File: src/verilog/daq_map.svh
// Offsets, bit positions, reset values and timing for the acquisition registers
`ifndef DAQ_MAP_SVH
`define DAQ_MAP_SVH
// ==========================================================
// Device register offsets
`define DAQ_OFS_CMD 4'h0
`define DAQ_OFS_PAGE 4'h1
`define DAQ_OFS_CHAN 4'h2
`define DAQ_OFS_GAIN 4'h3
`define DAQ_OFS_CTRL 4'h4
`define DAQ_OFS_SPACING 4'hE
// ==========================================================
// Command trigger bits
`define DAQ_CMD_START 7
`define DAQ_CMD_BOARD 6
`define DAQ_CMD_DAC 5
`define DAQ_CMD_BUF 4
`define DAQ_CMD_CLR_DMA 3
`define DAQ_CMD_CLR_TMR 2
`define DAQ_CMD_CLR_DIO 1
`define DAQ_CMD_CLR_ANA 0
// ==========================================================
// Field positions
`define DAQ_GAIN_PG_HI 5
`define DAQ_GAIN_PG_LO 4
`define DAQ_GAIN_SCAN 2
`define DAQ_CTRL_ANALOG_INTERRUPT_ENABLE 0
`define DAQ_CTRL_TSEL 5
`define DAQ_STAT_BUSY 7
`define DAQ_STAT_SE 6
`define DAQ_STAT_SETTLE 5
`define DAQ_LEGACY_A 8'hA5
`define DAQ_LEGACY_B 8'hA6
`define DAQ_PAGE_SCAN 2'h2
`define DAQ_PAGE_RESET 2'h0
`define DAQ_BYTE_ZERO 8'h00
// ==========================================================
// Timing, in ns, and cycles at the core clock (rounded up)
`define DAQ_CLK_NS 25
`define DAQ_SETTLE_NS 10000
`define DAQ_SCAN_SLOW_NS 10000
`define DAQ_SCAN_FAST_NS 5000
`define DAQ_CYC(ns) (((ns) + `DAQ_CLK_NS - 1) / `DAQ_CLK_NS)
// ==========================================================
// Host controller register offsets and values
`define DAQ_H_CTRL 3'h0
`define DAQ_H_RAW_ADDR 3'h1
`define DAQ_H_RAW_DATA 3'h2
`define DAQ_H_STATUS 3'h4
`define DAQ_H_SAMPLE_LO 3'h5
`define DAQ_H_SAMPLE_HI 3'h6
`define DAQ_H_RAW_RD 3'h7
`define DAQ_H_GO_SINGLE 0
`define DAQ_H_GO_RAW_WR 1
`define DAQ_H_GO_RAW_RD 2
`define DAQ_START_VALUE 8'h80
`define DAQ_BUSY_LIMIT 8'h80
`endif

File: src/verilog/daq_pkg.sv
// Shared types of the acquisition register block
package daq_pkg;
  typedef enum logic [1:0] {
    DAQ_IDLE,
    DAQ_CONV,
    DAQ_GAP
  } daq_conv_e;
  typedef enum logic [1:0] {
    DAQ_H_IDLE,
    DAQ_H_STROBE,
    DAQ_H_CAPTURE
  } daq_host_e;
  typedef enum logic [2:0] {
    DAQ_STEP_SETTLE,
    DAQ_STEP_POLL,
    DAQ_STEP_LO,
    DAQ_STEP_HI,
    DAQ_STEP_RAW,
    DAQ_STEP_WRITE
  } daq_step_e;
  typedef logic [7:0] daq_byte_t;
endpackage
File: src/verilog/daq_bus_if.sv
// Register bus between the host processor and the acquisition block
`timescale 1ns/10ps
interface daq_bus_if (
  input wire logic core_clk
);
  logic [3:0] bus_addr;
  logic [7:0] bus_wdata;
  logic bus_wr;
  logic bus_rd;
  logic [7:0] bus_rdata;
  logic irq;
  modport dev (
    input bus_addr, bus_wdata, bus_wr, bus_rd,
    output bus_rdata, irq
  );
  modport host (
    output bus_addr, bus_wdata, bus_wr, bus_rd,
    input bus_rdata, irq
  );
endinterface

File: src/verilog/daq_countdown.sv
// Reloadable down counter used for settling and scan spacing
`timescale 1ns/10ps
module daq_countdown #(
  parameter int W = 10
) (
  // Clock and reset
  input wire logic core_clk,
  input wire logic rst,
  // Control
  input wire logic load,
  input wire logic [W-1:0] load_val,
  input wire logic abort,
  // Status
  output logic running,
  output logic expire
);
  logic [W-1:0] count;

  always_ff @(posedge core_clk) begin
    if (rst || abort) begin
      count <= '0;
    end else if (load) begin
      count <= load_val;
    end else if (count != '0) begin
      count <= count - 1'b1;
    end
  end

  assign running = (count != '0);
  assign expire = (count == W'(1)) && !load;
endmodule // daq_countdown

File: src/verilog/daq_dev.sv
// Device end: command, sample, channel, gain and scan registers
//
// Decided for this implementation: strobed register access.
`timescale 1ns/10ps
`include "daq_map.svh"
module daq_dev
  import daq_pkg::*;
#(
  parameter int CHAN_W = 4,
  parameter int DEPTH_W = 10
) (
  // Clock and reset
  input wire logic core_clk,
  input wire logic rst,
  // Register bus
  daq_bus_if.dev bus,
  // Board configuration pins
  input wire logic enhanced_mode_pin,
  input wire logic single_ended_pin,
  // External trigger pins
  input wire logic ext_trig_a_pin,
  input wire logic ext_trig_b_pin,
  // Converter
  output logic conv_start,
  output logic [CHAN_W-1:0] conv_chan,
  output logic [3:0] gain_factor,
  input wire logic conv_done,
  input wire logic [15:0] conv_result,
  // Interrupt sources from neighbouring blocks
  input wire logic dma_event,
  input wire logic timer_event,
  input wire logic dio_event,
  // Side effects of commands
  output logic board_reset_pulse,
  output logic dac_reset_pulse,
  output logic [DEPTH_W-1:0] buffer_depth,
  output logic [3:0] irq_pending
);
  localparam int SETTLE_CYC = `DAQ_CYC(`DAQ_SETTLE_NS);
  localparam int SLOW_CYC = `DAQ_CYC(`DAQ_SCAN_SLOW_NS);
  localparam int FAST_CYC = `DAQ_CYC(`DAQ_SCAN_FAST_NS);
  localparam int TW = 10;

  // ==========================================================
  // Pin synchronisers
  logic [1:0] enh_sync;
  logic [1:0] se_sync;
  logic [2:0] trig_a_sync;
  logic [2:0] trig_b_sync;

  always_ff @(posedge core_clk) begin
    enh_sync <= {enh_sync[0], enhanced_mode_pin};
    se_sync <= {se_sync[0], single_ended_pin};
    trig_a_sync <= {trig_a_sync[1:0], ext_trig_a_pin};
    trig_b_sync <= {trig_b_sync[1:0], ext_trig_b_pin};
  end

  // ==========================================================
  // Write decode
  logic [7:0] cmd;
  logic wr_page;
  logic wr_chan;
  logic wr_gain;
  logic wr_ctrl;
  logic wr_spacing;
  logic board_clr;
  logic [1:0] page;
  logic [1:0] eff_page;

  assign cmd = (bus.bus_wr && bus.bus_addr == `DAQ_OFS_CMD) ? bus.bus_wdata : `DAQ_BYTE_ZERO;
  assign board_clr = cmd[`DAQ_CMD_BOARD];
  assign wr_page = bus.bus_wr && bus.bus_addr == `DAQ_OFS_PAGE
    && bus.bus_wdata != `DAQ_LEGACY_A && bus.bus_wdata != `DAQ_LEGACY_B;
  assign wr_chan = bus.bus_wr && bus.bus_addr == `DAQ_OFS_CHAN;
  assign wr_gain = bus.bus_wr && bus.bus_addr == `DAQ_OFS_GAIN;
  assign wr_ctrl = bus.bus_wr && bus.bus_addr == `DAQ_OFS_CTRL;
  assign eff_page = enh_sync[1] ? page : `DAQ_PAGE_RESET;
  assign wr_spacing = bus.bus_wr && bus.bus_addr == `DAQ_OFS_SPACING
    && eff_page == `DAQ_PAGE_SCAN;

  // ==========================================================
  // Configuration registers
  logic [7:0] chan_range;
  logic [1:0] gain_sel;
  logic scan_mode_on;
  logic analog_interrupt_enable;
  logic trigger_source_select;
  logic scan_spacing_select;
  logic [CHAN_W-1:0] low_channel;
  logic [CHAN_W-1:0] high_channel;

  always_ff @(posedge core_clk) begin
    if (rst || board_clr) begin
      page <= `DAQ_PAGE_RESET;
    end else if (wr_page) begin
      page <= bus.bus_wdata[1:0];
    end else if (wr_gain) begin
      page <= bus.bus_wdata[`DAQ_GAIN_PG_HI:`DAQ_GAIN_PG_LO];
    end
  end

  always_ff @(posedge core_clk) begin
    if (rst || board_clr) begin
      chan_range <= `DAQ_BYTE_ZERO;
      gain_sel <= 2'h0;
      scan_mode_on <= 1'b0;
      analog_interrupt_enable <= 1'b0;
      trigger_source_select <= 1'b0;
      scan_spacing_select <= 1'b0;
    end else begin
      if (wr_chan) begin
        chan_range <= bus.bus_wdata;
      end
      if (wr_gain) begin
        gain_sel <= bus.bus_wdata[1:0];
        scan_mode_on <= bus.bus_wdata[`DAQ_GAIN_SCAN];
      end
      if (wr_ctrl) begin
        analog_interrupt_enable <= bus.bus_wdata[`DAQ_CTRL_ANALOG_INTERRUPT_ENABLE];
        trigger_source_select <= bus.bus_wdata[`DAQ_CTRL_TSEL];
      end
      if (wr_spacing) begin
        scan_spacing_select <= bus.bus_wdata[0];
      end
    end
  end

  assign high_channel = chan_range[7:4];
  assign low_channel = chan_range[3:0];

  always_ff @(posedge core_clk) begin
    if (rst) begin
      gain_factor <= 4'h1;
    end else begin
      gain_factor <= 4'h1 << (board_clr ? 2'h0 : gain_sel);
    end
  end

  // ==========================================================
  // Settling and scan spacing timers
  logic settling_flag;
  logic gap_load;
  logic gap_expire;

  daq_countdown #(.W(TW)) u_settle (
    .core_clk(core_clk),
    .rst(rst),
    .load(wr_chan || wr_gain),
    .load_val(TW'(SETTLE_CYC)),
    .abort(board_clr),
    .running(settling_flag),
    .expire()
  );

  daq_countdown #(.W(TW)) u_gap (
    .core_clk(core_clk),
    .rst(rst),
    .load(gap_load),
    .load_val(scan_spacing_select ? TW'(FAST_CYC) : TW'(SLOW_CYC)),
    .abort(board_clr),
    .running(),
    .expire(gap_expire)
  );

  // ==========================================================
  // Conversion sequencer
  daq_conv_e state;
  logic trig;
  logic ext_edge;
  logic last_chan;
  logic conv_end;
  logic [CHAN_W-1:0] next_chan;

  // Only the second and third stages feed the edge detector
  assign ext_edge = trigger_source_select ? (trig_b_sync[1] && !trig_b_sync[2])
                                          : (trig_a_sync[1] && !trig_a_sync[2]);
  assign trig = analog_interrupt_enable ? ext_edge
                                        : cmd[`DAQ_CMD_START];
  assign last_chan = (conv_chan == high_channel);
  assign next_chan = last_chan ? low_channel : conv_chan + 1'b1;
  assign conv_end = (state == DAQ_CONV) && conv_done;
  assign gap_load = conv_end && scan_mode_on && !last_chan;

  always_ff @(posedge core_clk) begin
    if (rst || board_clr) begin
      state <= DAQ_IDLE;
      conv_start <= 1'b0;
    end else begin
      conv_start <= 1'b0;
      case (state)
        DAQ_IDLE: begin
          if (trig) begin
            conv_start <= 1'b1;
            state <= DAQ_CONV;
          end
        end
        DAQ_CONV: begin
          if (conv_done) begin
            state <= gap_load ? DAQ_GAP : DAQ_IDLE;
          end
        end
        DAQ_GAP: begin
          if (gap_expire) begin
            conv_start <= 1'b1;
            state <= DAQ_CONV;
          end
        end
        default: begin
          state <= DAQ_IDLE;
        end
      endcase
    end
  end

  always_ff @(posedge core_clk) begin
    if (rst || board_clr) begin
      conv_chan <= '0;
    end else if (wr_chan) begin
      conv_chan <= bus.bus_wdata[3:0];
    end else if (conv_end) begin
      conv_chan <= next_chan;
    end
  end

  // Sample and buffer depth
  logic [15:0] sample;

  always_ff @(posedge core_clk) begin
    if (rst || board_clr) begin
      sample <= 16'h0000;
    end else if (conv_end) begin
      sample <= conv_result;
    end
  end

  always_ff @(posedge core_clk) begin
    if (rst || board_clr || cmd[`DAQ_CMD_BUF]) begin
      buffer_depth <= '0;
    end else if (conv_end) begin
      buffer_depth <= buffer_depth + 1'b1;
    end
  end

  // ==========================================================
  // Interrupt request flip-flops: dma, timer, dio, analog
  logic [3:0] req_set;
  logic [3:0] req_clr;

  assign req_set = {dma_event, timer_event, dio_event,
                    conv_end && !gap_load && analog_interrupt_enable};
  assign req_clr = cmd[`DAQ_CMD_CLR_DMA:`DAQ_CMD_CLR_ANA];

  genvar gi;
  generate
    for (gi = 0; gi < 4; gi++) begin : g_req
      always_ff @(posedge core_clk) begin
        if (rst || board_clr) begin
          irq_pending[gi] <= 1'b0;
        end else if (req_set[gi]) begin
          irq_pending[gi] <= 1'b1;
        end else if (req_clr[gi]) begin
          irq_pending[gi] <= 1'b0;
        end
      end
    end
  endgenerate

  assign bus.irq = |irq_pending;

  // ==========================================================
  // Command side effects
  always_ff @(posedge core_clk) begin
    if (rst) begin
      board_reset_pulse <= 1'b0;
      dac_reset_pulse <= 1'b0;
    end else begin
      board_reset_pulse <= board_clr;
      dac_reset_pulse <= cmd[`DAQ_CMD_DAC];
    end
  end

  // ==========================================================
  // Read data, valid only in the cycle after the strobe
  daq_byte_t status;

  assign status = {state != DAQ_IDLE, se_sync[1], settling_flag, 2'b00,
                   scan_mode_on, gain_sel};

  always_ff @(posedge core_clk) begin
    if (rst || !bus.bus_rd) begin
      bus.bus_rdata <= `DAQ_BYTE_ZERO;
    end else begin
      case (bus.bus_addr)
        `DAQ_OFS_CMD: bus.bus_rdata <= sample[7:0];
        `DAQ_OFS_PAGE: bus.bus_rdata <= sample[15:8];
        `DAQ_OFS_CHAN: bus.bus_rdata <= chan_range;
        `DAQ_OFS_GAIN: bus.bus_rdata <= status;
        `DAQ_OFS_CTRL: begin
          bus.bus_rdata <= `DAQ_BYTE_ZERO;
          bus.bus_rdata[`DAQ_CTRL_ANALOG_INTERRUPT_ENABLE] <= analog_interrupt_enable;
          bus.bus_rdata[`DAQ_CTRL_TSEL] <= trigger_source_select;
        end
        `DAQ_OFS_SPACING: begin
          bus.bus_rdata <= {7'h00, scan_spacing_select && eff_page == `DAQ_PAGE_SCAN};
        end
        default: bus.bus_rdata <= `DAQ_BYTE_ZERO;
      endcase
    end
  end
endmodule // daq_dev

File: src/flat_wrapper.sv
// flat-port wrapper written by rule: the top's interface ports become plain ports
module daq_dev_flat import daq_pkg::*;
#(
  parameter int CHAN_W = 4,
  parameter int DEPTH_W = 10
)
  (core_clk, rst, enhanced_mode_pin, single_ended_pin, ext_trig_a_pin, ext_trig_b_pin, conv_start, conv_chan, gain_factor, conv_done, conv_result, dma_event, timer_event, dio_event, board_reset_pulse, dac_reset_pulse, buffer_depth, irq_pending, bus_bus_addr, bus_bus_wdata, bus_bus_wr, bus_bus_rd, bus_bus_rdata, bus_irq);
  daq_bus_if bus_i (.core_clk(core_clk));
  input wire logic core_clk;
  input wire logic rst;
  input wire logic enhanced_mode_pin;
  input wire logic single_ended_pin;
  input wire logic ext_trig_a_pin;
  input wire logic ext_trig_b_pin;
  output logic conv_start;
  output logic [CHAN_W-1:0] conv_chan;
  output logic [3:0] gain_factor;
  input wire logic conv_done;
  input wire logic [15:0] conv_result;
  input wire logic dma_event;
  input wire logic timer_event;
  input wire logic dio_event;
  output logic board_reset_pulse;
  output logic dac_reset_pulse;
  output logic [DEPTH_W-1:0] buffer_depth;
  output logic [3:0] irq_pending;
  input wire logic [$bits(bus_i.bus_addr)-1:0] bus_bus_addr;
  input wire logic [$bits(bus_i.bus_wdata)-1:0] bus_bus_wdata;
  input wire logic [$bits(bus_i.bus_wr)-1:0] bus_bus_wr;
  input wire logic [$bits(bus_i.bus_rd)-1:0] bus_bus_rd;
  output wire logic [$bits(bus_i.bus_rdata)-1:0] bus_bus_rdata;
  output wire logic [$bits(bus_i.irq)-1:0] bus_irq;
  assign bus_i.bus_addr = bus_bus_addr;
  assign bus_i.bus_wdata = bus_bus_wdata;
  assign bus_i.bus_wr = bus_bus_wr;
  assign bus_i.bus_rd = bus_bus_rd;
  assign bus_bus_rdata = bus_i.bus_rdata;
  assign bus_irq = bus_i.irq;
  daq_dev #(.CHAN_W(CHAN_W), .DEPTH_W(DEPTH_W)) u_core (.core_clk(core_clk), .rst(rst), .bus(bus_i), .enhanced_mode_pin(enhanced_mode_pin), .single_ended_pin(single_ended_pin), .ext_trig_a_pin(ext_trig_a_pin), .ext_trig_b_pin(ext_trig_b_pin), .conv_start(conv_start), .conv_chan(conv_chan), .gain_factor(gain_factor), .conv_done(conv_done), .conv_result(conv_result), .dma_event(dma_event), .timer_event(timer_event), .dio_event(dio_event), .board_reset_pulse(board_reset_pulse), .dac_reset_pulse(dac_reset_pulse), .buffer_depth(buffer_depth), .irq_pending(irq_pending));
endmodule
File: config.mk
export PLATFORM = sky130hd
export DESIGN_NAME = daq_dev_flat
export DESIGN_NICKNAME = d
export VERILOG_FILES = /design/src/verilog/daq_pkg.sv /design/src/verilog/daq_bus_if.sv /design/src/verilog/daq_countdown.sv /design/src/verilog/daq_dev.sv /design/src/flat_wrapper.sv
export VERILOG_INCLUDE_DIRS = /design/src /design/src/verilog
export SDC_FILE = /design/constraint.sdc
export NUM_CORES = 1
export LEC_CHECK = 0
export BUFFER_PORTS_ARGS = -buffer_cell sky130_fd_sc_hd__buf_4
export CAP_MARGIN = 40
export CORE_ASPECT_RATIO = 0.7
export CORE_UTILIZATION = 55
export DETAILED_ROUTE_END_ITERATION = 10
export MAX_ROUTING_LAYER = met4
export PLACE_DENSITY = 0.9
export RECOVER_POWER = 50
export SLEW_MARGIN = 25
export SYNTH_ARGS = -nofsm -noshare
export SYNTH_HDL_FRONTEND = slang
export SYNTH_SLANG_ARGS = --single-unit
File: constraint.sdc
create_clock -name core_clk -period 2.2 [get_ports core_clk]
set_clock_uncertainty 0.2 [all_clocks]
set_input_delay 0.33 -clock core_clk [delete_from_list [all_inputs] [get_ports core_clk]]
set_output_delay 0.33 -clock core_clk [all_outputs]
set_load 0.01 [all_outputs]
==> flow_summary.json <==
{
  "path_clk_slew_ns": 0.09,
  "async_flop_share": 0,
  "grt_usage": 0.306,
  "pwr-share-clk": 0.244,
  "dp_hpwl_um": 7760,
  "portBuffers": 73,
  "diodes": 0,
  "p_int_mw": 3.16,
  "areaGrowthSynthToFinish_pct": 23.2,
  "crit_path_end_kind": "flop",
  "final_antenna_net_count": 0,
  "synth_cell_types": 55,
  "io_pins": 74,
  "tns_ns": 0,
  "die_h_um": 74.1,
  "cp.required_ns": 2.28,
  "critical_path.top_delay_family": "simple AND/OR/NAND/NOR gates",
  "drv_cap": 0,
  "final_util": 0.722,
  "synth-edff-count": 0,
  "cp.buffers_inverters": 0,
  "postSynthAreaPerCell_um2": 8.63,
  "first_pass_iters": 5,
  "setup_viol": 0,
  "synth_area_leader_cell": "dfxtp_1",
  "combPwrFrac": 0.301,
  "synth.top_cell.area_share": 0.475,
  "holdCritPathClass": "primary input to flop",
  "gp_congestion": 0.892,
  "seqPwrFrac": 0.455,
  "synth-warning-count": 0,
  "synthesis.area_um2": 4090,
  "row_count": 25,
  "crit_fanout": 5,
  "totalWireLength_um": 11000,
  "via_per_inst": 5.69,
  "layout_commonest_cell": "dfxtp_1",
  "most-common-layout-cells": "dfxtp_1 (97), nand2_1 (87), nor2_1 (56)",
  "cts_num_sinks": 97,
  "p_sw_mw": 1.59,
  "grt-ovfl-total": 0,
  "antenna_found_initial": 0,
  "post_route_cells_drive_above_1_share": 0.130,
  "postSynthCellCount": 474,
  "synth_nets": 519,
  "hold_viol_final": 0,
  "dr_total_vias": 3805,
  "cp.arrival_ns": 2.16,
  "die_x_um": 105,
  "cpPeakStageDelay_ns": 0.56,
  "cts_buffers": 9,
  "grt_start_max_net_pins": 34,
  "fp.dieArea_um2": 7790,
  "first_iter_violations": 217,
  "crit_slowest_cell": "or4_1",
  "status": "completed",
  "cp-start-kind": "flop",
  "clock_latency_ns": 0.38,
  "synth_area_leaders": "dfxtp_1 (47%), nand2_1 (8.0%), a21oi_1 (5.1%)",
  "crit_chain": "or4_1, a31o_1, nor4_1, xor2_1, o21a_1",
  "grt_pass1_wl_um": 17600,
  "min_period_ns": 2.08,
  "timing.final.crit_share": 0.947,
  "maxSlewHeadroom": 0.561,
  "cts_tree": "yes",
  "seq_area_frac_synth": 0.475,
  "synth-seq-cells": 97,
  "critPathKind": "flop to flop",
  "peakVddDrop_uv": 656,
  "fmax_ghz": 0.480,
  "synth_ff_type": "dfxtp_1",
  "drv_slew": 0,
  "powerDensity_nw_per_um2": 942,
  "leakage_nw": 2.00,
  "clock_path_buffers": 2,
  "htreeDepth": 3,
  "nets": 615,
  "rsz0062_at_grt": "false",
  "wire_per_inst_um": 16.5,
  "core_area_um2": 6980,
  "drc": 0,
  "grt_pass1_vias": 3583,
  "worst_pin_slew_ns": 0.653,
  "switching_share": 0.334,
  "initial_core_util": 0.586,
  "cts-root-buf": "clkbuf_8"
}
==> synth_stat cells (5+ instances only) <==
cell type	instances
dfxtp_1	97
nand2_1	87
nor2_1	56
a21oi_1	42
mux2i_1	18
xor2_1	15
nand3_1	11
o21ai_0	11
nor3_1	10
xnor2_1	8
buf_2	7
clkbuf_1	7
a211oi_1	6
and3_1	6
inv_1	6
nor2b_1	6
ha_1	5
nor3b_1	5
nor4_1	5
==> cells by family (layout without fill, tap and decap cells) <==
kind of cell,Yosys count,in the layout,share of synthesized area
XOR/XNOR,23,23,0.0493
AND/OR/NAND/NOR,217,217,0.253
buffers and inverters,25,126,0.0260
multiplexers,21,21,0.0551
AO/OA/AOI/OAI,86,86,0.126
flip-flops,97,97,0.475
adder cells (fa/ha/maj),5,5,0.0153
==> area by class of cell <==
class | count | area (um2)
Clock inverter | 5 | 55.1
Tap cell | 94 | 118
Clock buffer | 11 | 141
Fill cell | 513 | 1940
Sequential cell | 97 | 1940
Timing Repair Buffer | 104 | 702
Inverter | 6 | 22.5
Multi-Input combinational cell | 352 | 2060
==> worst paths after layout <==
| path | startpoint | endpoint | slack (ns) | cells after the start |
|---|---|---|---|---|
| setup / recovery | u_core.u_gap.count[0] | u_core.u_gap.count[7] | 0.12 | 5 |
| hold / removal | conv_result[0] | u_core.sample[0] | 0.01 | 3 |
| setup reg to reg | u_core.u_gap.count[0] | u_core.u_gap.count[7] | 0.12 | 5 |
| hold reg to reg | u_core.trig_a_sync[0] | u_core.trig_a_sync[1] | 0.14 | 0 |
==> worst reg2reg max path, delay by kind of cell (launching register included) <==
kind / cells / cell delay (ns)
compound gates: 2 / 0.43
xor+xnor: 1 / 0.13
flops: 1 / 0.37
simple gates: 2 / 0.86
==> metrics by stage <==
stage	instance area (um2)	hold WS (ns)	power (mW)	instances	setup WS (ns)
floorplan	4090	0.110	3.13	474	0.244
global placement	4770	0.112	3.43	634	0.196
detailed placement	4770	0.113	3.53	634	0.0840
CTS	5160	0.000741	4.71	669	0.0643
global route	5040	0.00192	5.00	669	0.000520
finish	5040	0.0146	4.75	669	0.116
==> power groups by stage <==
stage | Sequential, mW | Clock, mW | Combinational [mW]
floorplan | 2.13 | 0 | 1.00
global route | 2.18 | 1.25 | 1.57
CTS | 2.14 | 1.17 | 1.39
finish | 2.16 | 1.16 | 1.43
global placement | 2.16 | 0 | 1.27
detailed placement | 2.18 | 0 | 1.35
==> repair_timing <==
action | 4_1_cts | 5_1_grt
setup buffers | 0 | 0
endpoints found under the hold margin | 20 | 0
endpoints found under the setup margin | 0 | 4
gates resized for setup | 0 | 4
hold buffers | 19 | 0
==> state kept, by name, indices dropped and copies added (netlist names), 2 cells and up <==
register / cells
u_core.chan_range: 8
u_core.page: 2
u_core.irq_pending: 4
u_core.u_gap.count: 10
u_core.se_sync: 2
u_core.gain_sel: 2
u_core.conv_chan: 4
u_core.trig_b_sync: 3
u_core.state: 2
u_core.enh_sync: 2
u_core.gain_factor: 4
u_core.bus.bus_rdata: 8
u_core.u_settle.count: 10
u_core.buffer_depth: 10
u_core.trig_a_sync: 3
u_core.sample: 16
==> metal layers <==
layer  up-vias  wire [um]  GRT usage
met2       172       5250      0.505
li1       1825          -          -
met3        15        815     0.0719
met1      1793       4790      0.376
met4         0        173      0.102
met5         -          0          -
(Power assumes the default switching activity.)
